File: src/common/sub_pkg.sv
// Package: address map, field layout and reset values of the upper banks
package sub_pkg;

  // ----------------------------------------------------------------
  // Register offsets within the data-memory space
  // ----------------------------------------------------------------
  localparam logic [8:0] ADDR_INDIRECT_B2    = 9'h100;
  localparam logic [8:0] ADDR_TIMER_ZERO     = 9'h101;
  localparam logic [8:0] ADDR_PC_LOW_B2      = 9'h102;
  localparam logic [8:0] ADDR_FLAGS_B2       = 9'h103;
  localparam logic [8:0] ADDR_POINTER_B2     = 9'h104;
  localparam logic [8:0] ADDR_PORT_B_LATCH   = 9'h106;
  localparam logic [8:0] ADDR_PC_HIGH_B2     = 9'h10A;
  localparam logic [8:0] ADDR_INTR_CTRL_B2   = 9'h10B;
  localparam logic [8:0] ADDR_NVM_DATA_LOW   = 9'h10C;
  localparam logic [8:0] ADDR_NVM_ADDR_LOW   = 9'h10D;
  localparam logic [8:0] ADDR_NVM_DATA_HIGH  = 9'h10E;
  localparam logic [8:0] ADDR_NVM_ADDR_HIGH  = 9'h10F;
  localparam logic [8:0] ADDR_INDIRECT_B3    = 9'h180;
  localparam logic [8:0] ADDR_OPTION_CFG     = 9'h181;
  localparam logic [8:0] ADDR_PC_LOW_B3      = 9'h182;
  localparam logic [8:0] ADDR_FLAGS_B3       = 9'h183;
  localparam logic [8:0] ADDR_POINTER_B3     = 9'h184;
  localparam logic [8:0] ADDR_PORT_B_DIR     = 9'h186;
  localparam logic [8:0] ADDR_PC_HIGH_B3     = 9'h18A;
  localparam logic [8:0] ADDR_INTR_CTRL_B3   = 9'h18B;
  localparam logic [8:0] ADDR_NVM_CONTROL    = 9'h18C;
  localparam logic [8:0] ADDR_NVM_UNLOCK     = 9'h18D;

  // Low seven bits of the core registers mirrored in every bank
  localparam logic [6:0] OFS_INDIRECT  = 7'h00;
  localparam logic [6:0] OFS_PC_LOW    = 7'h02;
  localparam logic [6:0] OFS_FLAGS     = 7'h03;
  localparam logic [6:0] OFS_POINTER   = 7'h04;
  localparam logic [6:0] OFS_PC_HIGH   = 7'h0A;
  localparam logic [6:0] OFS_INTR_CTRL = 7'h0B;

  // ----------------------------------------------------------------
  // Field layout
  // ----------------------------------------------------------------
  localparam int          FLAG_CARRY     = 0;
  localparam int          FLAG_DIGIT     = 1;
  localparam int          FLAG_ZERO      = 2;
  localparam int          FLAG_POWERDOWN = 3;
  localparam int          FLAG_TIMEOUT   = 4;
  localparam logic [7:0]  FLAGS_SW_MASK  = 8'hE7;
  localparam logic [7:0]  FLAGS_ALU_MASK = 8'h07;
  localparam logic [7:0]  FLAGS_BANK_MSK = 8'hE0;
  localparam logic [7:0]  PC_HIGH_MASK   = 8'h1F;
  localparam logic [7:0]  NVM_DATH_MASK  = 8'h3F;
  localparam logic [7:0]  NVM_ADRH_MASK  = 8'h07;
  localparam logic [7:0]  NVM_CTRL_MASK  = 8'h9F;
  localparam logic [7:0]  PORT_A_DIR_MSK = 8'h20;

  // ----------------------------------------------------------------
  // Reset values
  // ----------------------------------------------------------------
  localparam logic [7:0]  RST_ZERO       = 8'h00;
  localparam logic [7:0]  RST_FLAGS      = 8'h18;
  localparam logic [7:0]  RST_OPTION     = 8'hFF;
  localparam logic [7:0]  RST_PORT_B_DIR = 8'hFF;
  localparam logic [7:0]  RST_PORT_A_DIR = 8'hFF;

endpackage : sub_pkg

File: src/logic/sub_bank_map.sv
// Upper-bank special function register decode and storage
//
// Notes on behaviour
// - Core registers answer identically in every bank
// - Unimplemented addresses and bits read zero
// - Upper program counter byte has no address
// - Latch five bits, copy on counter update
// - Port A bit 5 direction always reads one
// - Result-setting writes replace the three ALU flags
// - Timeout and powerdown flags ignore software writes
`timescale 1ns/1ps

module sub_bank_map
  import sub_pkg::*;
(
  input  wire logic       clock_i,
  input  wire logic       rst_i,
  input  wire logic [8:0] addr_i,
  input  wire logic       wr_en_i,
  input  wire logic [7:0] wr_data_i,
  output logic      [7:0] rd_data_o,
  input  wire logic       alu_flags_upd_i,
  input  wire logic [2:0] alu_flags_i,
  input  wire logic [7:0] indirect_rd_i,
  output logic            indirect_wr_o,
  input  wire logic [7:0] timer_zero_rd_i,
  output logic            timer_zero_wr_o,
  input  wire logic [7:0] port_b_pins_i,
  output logic      [7:0] port_b_latch_o,
  output logic      [7:0] port_b_dir_o,
  output logic      [7:0] port_a_dir_o,
  input  wire logic       pc_update_i,
  input  wire logic [7:0] pc_next_low_i,
  input  wire logic       sleep_i,
  input  wire logic       wdt_timeout_i,
  input  wire logic       wdt_clear_i,
  output logic      [4:0] program_counter_hi_o,
  output logic      [7:0] pc_low_byte_o,
  output logic      [7:0] core_flags_o,
  output logic      [7:0] indirect_pointer_o,
  output logic      [7:0] interrupt_control_o,
  output logic      [7:0] option_config_o,
  output logic      [7:0] nvm_data_o,
  output logic      [7:0] nvm_addr_o,
  output logic      [7:0] nvm_control_o,
  output logic            nvm_unlock_wr_o
);

  // ----------------------------------------------------------------
  // State
  // ----------------------------------------------------------------
  typedef struct packed {
    logic [7:0] pc_low;
    logic [4:0] pc_high;
    logic [4:0] pc_upper;
    logic [7:0] flags;
    logic [7:0] pointer;
    logic [7:0] intr_ctrl;
    logic [7:0] option_cfg;
    logic [7:0] port_b_latch;
    logic [7:0] port_b_dir;
    logic [7:0] nvm_data_low;
    logic [7:0] nvm_addr_low;
    logic [7:0] nvm_data_high;
    logic [7:0] nvm_addr_high;
    logic [7:0] nvm_ctrl;
  } sub_state_t;

  sub_state_t state_ff;
  sub_state_t nxt_state;

  // True when the low seven bits hit a bank-mirrored core register
  function automatic logic sub_core_hit(input logic [8:0] a,
                                        input logic [6:0] ofs);
    sub_core_hit = (a[6:0] == ofs);
  endfunction : sub_core_hit

  logic hit_pc_low;
  logic hit_flags;
  logic hit_pointer;
  logic hit_pc_high;
  logic hit_intr;
  logic hit_indirect;

  // ----------------------------------------------------------------
  // Bank-independent decode of core registers
  // ----------------------------------------------------------------
  always_comb begin
    hit_indirect = sub_core_hit(addr_i, OFS_INDIRECT);
    hit_pc_low   = sub_core_hit(addr_i, OFS_PC_LOW);
    hit_flags    = sub_core_hit(addr_i, OFS_FLAGS);
    hit_pointer  = sub_core_hit(addr_i, OFS_POINTER);
    hit_pc_high  = sub_core_hit(addr_i, OFS_PC_HIGH);
    hit_intr     = sub_core_hit(addr_i, OFS_INTR_CTRL);
  end

  // ----------------------------------------------------------------
  // Read multiplexer
  // ----------------------------------------------------------------
  always_comb begin
    if (hit_indirect) begin
      rd_data_o = indirect_rd_i;
    end else if (hit_pc_low) begin
      rd_data_o = state_ff.pc_low;
    end else if (hit_flags) begin
      rd_data_o = state_ff.flags;
    end else if (hit_pointer) begin
      rd_data_o = state_ff.pointer;
    end else if (hit_pc_high) begin
      rd_data_o = {3'h0, state_ff.pc_high};
    end else if (hit_intr) begin
      rd_data_o = state_ff.intr_ctrl;
    end else if (addr_i == ADDR_TIMER_ZERO) begin
      rd_data_o = timer_zero_rd_i;
    end else if (addr_i == ADDR_PORT_B_LATCH) begin
      rd_data_o = port_b_pins_i;
    end else if (addr_i == ADDR_NVM_DATA_LOW) begin
      rd_data_o = state_ff.nvm_data_low;
    end else if (addr_i == ADDR_NVM_ADDR_LOW) begin
      rd_data_o = state_ff.nvm_addr_low;
    end else if (addr_i == ADDR_NVM_DATA_HIGH) begin
      rd_data_o = state_ff.nvm_data_high & NVM_DATH_MASK;
    end else if (addr_i == ADDR_NVM_ADDR_HIGH) begin
      rd_data_o = state_ff.nvm_addr_high & NVM_ADRH_MASK;
    end else if (addr_i == ADDR_OPTION_CFG) begin
      rd_data_o = state_ff.option_cfg;
    end else if (addr_i == ADDR_PORT_B_DIR) begin
      rd_data_o = state_ff.port_b_dir;
    end else if (addr_i == ADDR_NVM_CONTROL) begin
      rd_data_o = state_ff.nvm_ctrl & NVM_CTRL_MASK;
    end else begin
      rd_data_o = 8'h00;
    end
  end

  // ----------------------------------------------------------------
  // Write strobes to logic outside this block
  // ----------------------------------------------------------------
  always_comb begin
    indirect_wr_o   = wr_en_i && hit_indirect;
    timer_zero_wr_o = wr_en_i && (addr_i == ADDR_TIMER_ZERO);
    nvm_unlock_wr_o = wr_en_i && (addr_i == ADDR_NVM_UNLOCK);
  end

  // ----------------------------------------------------------------
  // Next-state logic
  // ----------------------------------------------------------------
  always_comb begin
    nxt_state = state_ff;
    // Program counter update moves the latch into the upper byte
    if (pc_update_i) begin
      nxt_state.pc_low   = pc_next_low_i;
      nxt_state.pc_upper = state_ff.pc_high;
    end
    if (wr_en_i) begin
      if (hit_pc_low) begin
        nxt_state.pc_low   = wr_data_i;
        nxt_state.pc_upper = state_ff.pc_high;
      end else if (hit_flags) begin
        // Software reaches only bank select and, unless masked, ALU bits
        if (alu_flags_upd_i) begin
          nxt_state.flags = (state_ff.flags & ~FLAGS_BANK_MSK)
                          | (wr_data_i & FLAGS_BANK_MSK);
        end else begin
          nxt_state.flags = (state_ff.flags & ~FLAGS_SW_MASK)
                          | (wr_data_i & FLAGS_SW_MASK);
        end
      end else if (hit_pointer) begin
        nxt_state.pointer = wr_data_i;
      end else if (hit_pc_high) begin
        nxt_state.pc_high = wr_data_i[4:0];
      end else if (hit_intr) begin
        nxt_state.intr_ctrl = wr_data_i;
      end else if (addr_i == ADDR_PORT_B_LATCH) begin
        nxt_state.port_b_latch = wr_data_i;
      end else if (addr_i == ADDR_NVM_DATA_LOW) begin
        nxt_state.nvm_data_low = wr_data_i;
      end else if (addr_i == ADDR_NVM_ADDR_LOW) begin
        nxt_state.nvm_addr_low = wr_data_i;
      end else if (addr_i == ADDR_NVM_DATA_HIGH) begin
        nxt_state.nvm_data_high = wr_data_i & NVM_DATH_MASK;
      end else if (addr_i == ADDR_NVM_ADDR_HIGH) begin
        nxt_state.nvm_addr_high = wr_data_i & NVM_ADRH_MASK;
      end else if (addr_i == ADDR_OPTION_CFG) begin
        nxt_state.option_cfg = wr_data_i;
      end else if (addr_i == ADDR_PORT_B_DIR) begin
        nxt_state.port_b_dir = wr_data_i;
      end else if (addr_i == ADDR_NVM_CONTROL) begin
        nxt_state.nvm_ctrl = wr_data_i & NVM_CTRL_MASK;
      end
    end
    // ALU result sets the three arithmetic flags
    if (alu_flags_upd_i) begin
      nxt_state.flags[2:0] = alu_flags_i;
    end
    // Timeout and powerdown follow sleep and watchdog events only
    if (wdt_clear_i) begin
      nxt_state.flags[FLAG_TIMEOUT]   = 1'b1;
      nxt_state.flags[FLAG_POWERDOWN] = 1'b1;
    end else if (sleep_i) begin
      nxt_state.flags[FLAG_TIMEOUT]   = 1'b1;
      nxt_state.flags[FLAG_POWERDOWN] = 1'b0;
    end else if (wdt_timeout_i) begin
      nxt_state.flags[FLAG_TIMEOUT]   = 1'b0;
    end
  end

  // ----------------------------------------------------------------
  // State register
  // ----------------------------------------------------------------
  always_ff @(posedge clock_i) begin
    if (rst_i) begin
      state_ff               <= '0;
      state_ff.flags         <= RST_FLAGS;
      state_ff.option_cfg    <= RST_OPTION;
      state_ff.port_b_dir    <= RST_PORT_B_DIR;
    end else begin
      state_ff <= nxt_state;
    end
  end

  // ----------------------------------------------------------------
  // Outputs
  // ----------------------------------------------------------------
  always_comb begin
    program_counter_hi_o = state_ff.pc_upper;
    pc_low_byte_o        = state_ff.pc_low;
    core_flags_o         = state_ff.flags;
    indirect_pointer_o   = state_ff.pointer;
    interrupt_control_o  = state_ff.intr_ctrl;
    option_config_o      = state_ff.option_cfg;
    port_b_latch_o       = state_ff.port_b_latch;
    port_b_dir_o         = state_ff.port_b_dir;
    port_a_dir_o         = RST_PORT_A_DIR | PORT_A_DIR_MSK;
    nvm_data_o           = state_ff.nvm_data_low;
    nvm_addr_o           = state_ff.nvm_addr_low;
    nvm_control_o        = state_ff.nvm_ctrl;
  end
endmodule : sub_bank_map

File: config.mk
export PLATFORM = sky130hd
export DESIGN_NAME = sub_bank_map
export DESIGN_NICKNAME = d
export VERILOG_FILES = /design/src/common/sub_pkg.sv /design/src/logic/sub_bank_map.sv
export SDC_FILE = /design/constraint.sdc
export NUM_CORES = 1
export LEC_CHECK = 0
export ABC_AREA = 1
export BUFFER_PORTS_ARGS = -buffer_cell sky130_fd_sc_hd__buf_4
export CAP_MARGIN = 20
export CORE_MARGIN = 1
export CORE_UTILIZATION = 55
export CTS_CLUSTER_DIAMETER = 50
export CTS_CLUSTER_SIZE = 40
export DETAILED_ROUTE_END_ITERATION = 8
export PLACE_DENSITY = 0.84
export SYNTH_ARGS = -nofsm -noshare
export SYNTH_HDL_FRONTEND = slang
export SYNTH_SLANG_ARGS = --single-unit
export TNS_END_PERCENT = 1
File: constraint.sdc
create_clock -name clock_i -period 4.4 [get_ports clock_i]
set_input_delay 1.32 -clock clock_i [delete_from_list [all_inputs] [get_ports clock_i]]
set_output_delay 1.32 -clock clock_i [all_outputs]
set_load 0.05 [all_outputs]
==> run metrics <==
status=finished clean; Routed WL per cell=between 15 and 20 um; static leakage=slightly below 3 nW; GRT Util Overall=roughly a third; list of most frequent post-synthesis cells=nand2_1 (138), dfxtp_1 (97), buf_4 (96), a21oi_1 (69), o21ai_0 (64); setup bufs post-CTS=0; total core area=roughly 9800 um2; maximum clock path buffer count=2; Post-route DRC=0; WP data arrival=2.99 ns; Overflow after GRT=0; clk_lat worst skew=roughly 0.37 ns; HP Start=interrupt_control_o[3]$_SDFFE_PP0P_; Initial Util=56.9%; top-level I/O count=~160; CTS Sinks=97; CTS root buffer=clkbuf_8; Synth cell types=40; MaxCap Viol Count=0; global-route wire length before repair=26.0 mm; total chip power=between 1.5 and 2 mW; CTS Hold Buffers Added=0; CTS buffer count=9; PD cells=approximately 260 nW/um2; largest net degree at the start of global routing=between 40 and 50; CP Cell Sequence=buf_4 -> inv_1 -> nand2_1 -> nor2_2 -> buf_12 -> buf_4 -> nand3_1 -> nand2_1 -> nor2_1 -> nand2_1 -> nand2_1 -> nand2_1 -> nand2_1 -> nand2_1 -> nand2_1 -> a21oi_1 -> buf_4; dominant cell type by area after synthesis=dfxtp_1; share of layout cells above drive strength 1=30.9%; Worst setup SP type=input pin; final wirelength=17.4 mm; worst-margin pin slew=0.992 ns; fmax=0.232 GHz; fin area=around 6500 um2; Worst R2R Path Depth=2; crit path kind=input pin to primary output; non-filler instance count after layout=approximately 990; placed cell areas=between 6000 and 7000 um2; Final Hold Viols=0; FF-to-FF Start=core_flags_o[6]$_SDFFE_PP0P_; critical path fanouts, max=11; Max Slew Vio Count=0; Reg2Reg Capture Point=core_flags_o[6]$_SDFFE_PP0P_; Synth Register Bits=97; worst min path class=flop to flop; Pre-antenna DRT Iters=5; FFs w/ async S/R, synth=0%; TritonCTS clock tree=built; register area share after synthesis=between 30% and 40%; Synth Flop Type=dfxtp_1; chip height=just over 100 um; worst ir drop on vdd=approximately 0.15 mV; CP peak stage delay=0.22 ns; depth of the CTS H-tree=3; via count=about 5400; top-count cell post-synth=nand2_1; hold_ws=0.479 ns; GP Congestion=about 1.1; row count=36; Hold EP=interrupt_control_o[3]$_SDFFE_PP0P_; area delta synth->final=16.8%; detailed placement HPWL=around 13 mm; EDFF count, synth=0; Clock Pin Slew Worst Setup and Hold Paths=0.10 ns; Die Area=between 10000 and 15000 um2; register-to-register path setup slack=roughly 3.7 ns; Syn Std Cell Area=roughly 5600 um2; Tmin final=about 4.3 ns; Final setup viols=0; Placed Cells=just under 1000; initial antenna violation count=0; hold depth=2; syn avg cell area=about 7 um2; CP max-delay cell=buf_4; ant diodes=0; fin nets=910; Routed Antenna Nets=0; DRT iter0 DRCs=roughly 360; vias in the first global route=slightly below 5000; Setup Skew=about 0.0042 ns; CP top delay family=simple AND/OR/NAND/NOR gates; Worst EP required=3.08 ns; largest cells by area after synthesis=dfxtp_1 (35%), buf_4 (13%), nand2_1 (9.3%); Crit path top cell by count=nand2_1; top-area cell type share of the netlist area=34.9%; Die Wd=103 um; Slew Limit Headroom=between 30% and 40%; Yosys Warn Count=0; crit end category=primary output; port buffer count=153; number of buffers and inverters on the critical path=5; Resized cells post-CTS=0; Synth Instances=slightly below 800; vias per inst=about 5.5; Final Cycle Share=between 90% and 100%
==> routing by layer <==
| metal | vias up | global-route usage, % | share of wire (%) |
|---|---|---|---|
| met1 | 2501 | 46.3 | 43 |
| li1 | 2624 | - | - |
| met5 | - | 0 | 0 |
| met4 | 0 | 15.6 | 3.6 |
| met3 | 47 | 4.88 | 8.7 |
| met2 | 274 | 50.6 | 45 |
==> final cells by class <==
class,count,area (um2)
repair buffers,179,1380
well taps,133,166
fillers,879,3270
multi-input cells,491,2570
clock inverters,6,43.8
clock buffers,9,124
flip-flops and latches,97,1940
inverters,72,273
==> sequential cells by signal, indices dropped and copies added, names as in the netlist <==
| signal | count |
|---|---|
| interrupt_control_o | 8 |
| pc_low_byte_o | 8 |
| nvm_control_o | 6 |
| state_ff | 14 |
| indirect_pointer_o | 8 |
| port_b_latch_o | 8 |
| option_config_o | 8 |
| nvm_data_o | 8 |
| core_flags_o | 8 |
| program_counter_hi_o | 5 |
| nvm_addr_o | 8 |
| port_b_dir_o | 8 |
==> cells in the final DEF, fill, tap and decap left out, types with 2 or more instances in the layout <==
cell | netlist | layout
buf_4 | 96 | 174
nand2_1 | 138 | 138
dfxtp_1 | 97 | 97
a21oi_1 | 69 | 69
o21ai_0 | 64 | 63
nand3_1 | 57 | 56
inv_1 | 57 | 56
nor2_1 | 42 | 40
nand4_1 | 15 | 15
inv_2 | 12 | 13
a31oi_1 | 11 | 11
or2_2 | 10 | 10
conb_1 | 2 | 10
nand2_2 | 9 | 9
o21ai_1 | 8 | 9
o211ai_1 | 9 | 9
clkbuf_8 | 0 | 9
o211ai_2 | 8 | 8
nor2_4 | 8 | 8
nor2_2 | 4 | 6
a211oi_1 | 4 | 4
a221oi_1 | 4 | 4
nand3_2 | 2 | 3
nor3_2 | 3 | 3
buf_6 | 2 | 3
nor3_4 | 2 | 2
nand2_4 | 2 | 2
clkinv_1 | 2 | 2
nor4_2 | 0 | 2
o22ai_1 | 2 | 2
inv_6 | 0 | 2
clkinv_2 | 0 | 2
buf_12 | 0 | 2
==> per-stage QoR <==
stage	setup TNS, ns	utilization [%]	worst slack (ns)
2_1_floorplan	-0.00819	-	-0.00819
4_1_cts	0	66.2	0.0215
3_5_place_dp	0	64.5	0.0288
6_report	0	66.5	0.0916
5_1_grt	-0.0225	66.5	-0.0225
3_3_place_gp	0	64.5	0.0235
==> worst reg2reg max path, delay by kind of cell (launching register included) <==
| kind | cells | cell delay, ns |
|---|---|---|
| AOI/OAI and AO/OA | 2 | 0.27 |
| DFF | 1 | 0.39 |
==> cell families (layout without fill, tap and decap cells) <==
kind of cell / count (synthesis) / in the layout / synth area share, %
other: 2 / 10 / 0.135
buffers and inverters: 192 / 266 / 19.9
AND/OR/NAND/NOR: 301 / 301 / 26.6
flip-flops: 97 / 97 / 34.9
AO/OA/AOI/OAI: 180 / 180 / 18.5
==> where the power goes <==
group / switching [mW] / leakage, nW / total [mW] / internal, mW
Clock: 0.326 / 0.0859 / 0.532 / 0.206
Combinational: 0.165 / 2.11 / 0.243 / 0.0776
Sequential: 0.00778 / 0.785 / 0.895 / 0.887
Total: 0.499 / 2.98 / 1.67 / 1.17
==> how the worst max path moves through the flow <==
stage / from / endpoint / depth (start not counted)
6_report: addr_i[6] / rd_data_o[2] / 17
5_1_grt: addr_i[6] / rd_data_o[3] / 15
4_1_cts: addr_i[1] / rd_data_o[4] / 16
3_5_place_dp: addr_i[1] / rd_data_o[4] / 16
3_3_place_gp: addr_i[0] / rd_data_o[4] / 16
2_1_floorplan: addr_i[8] / rd_data_o[2] / 13
Power figures use the tool's default switching activity.
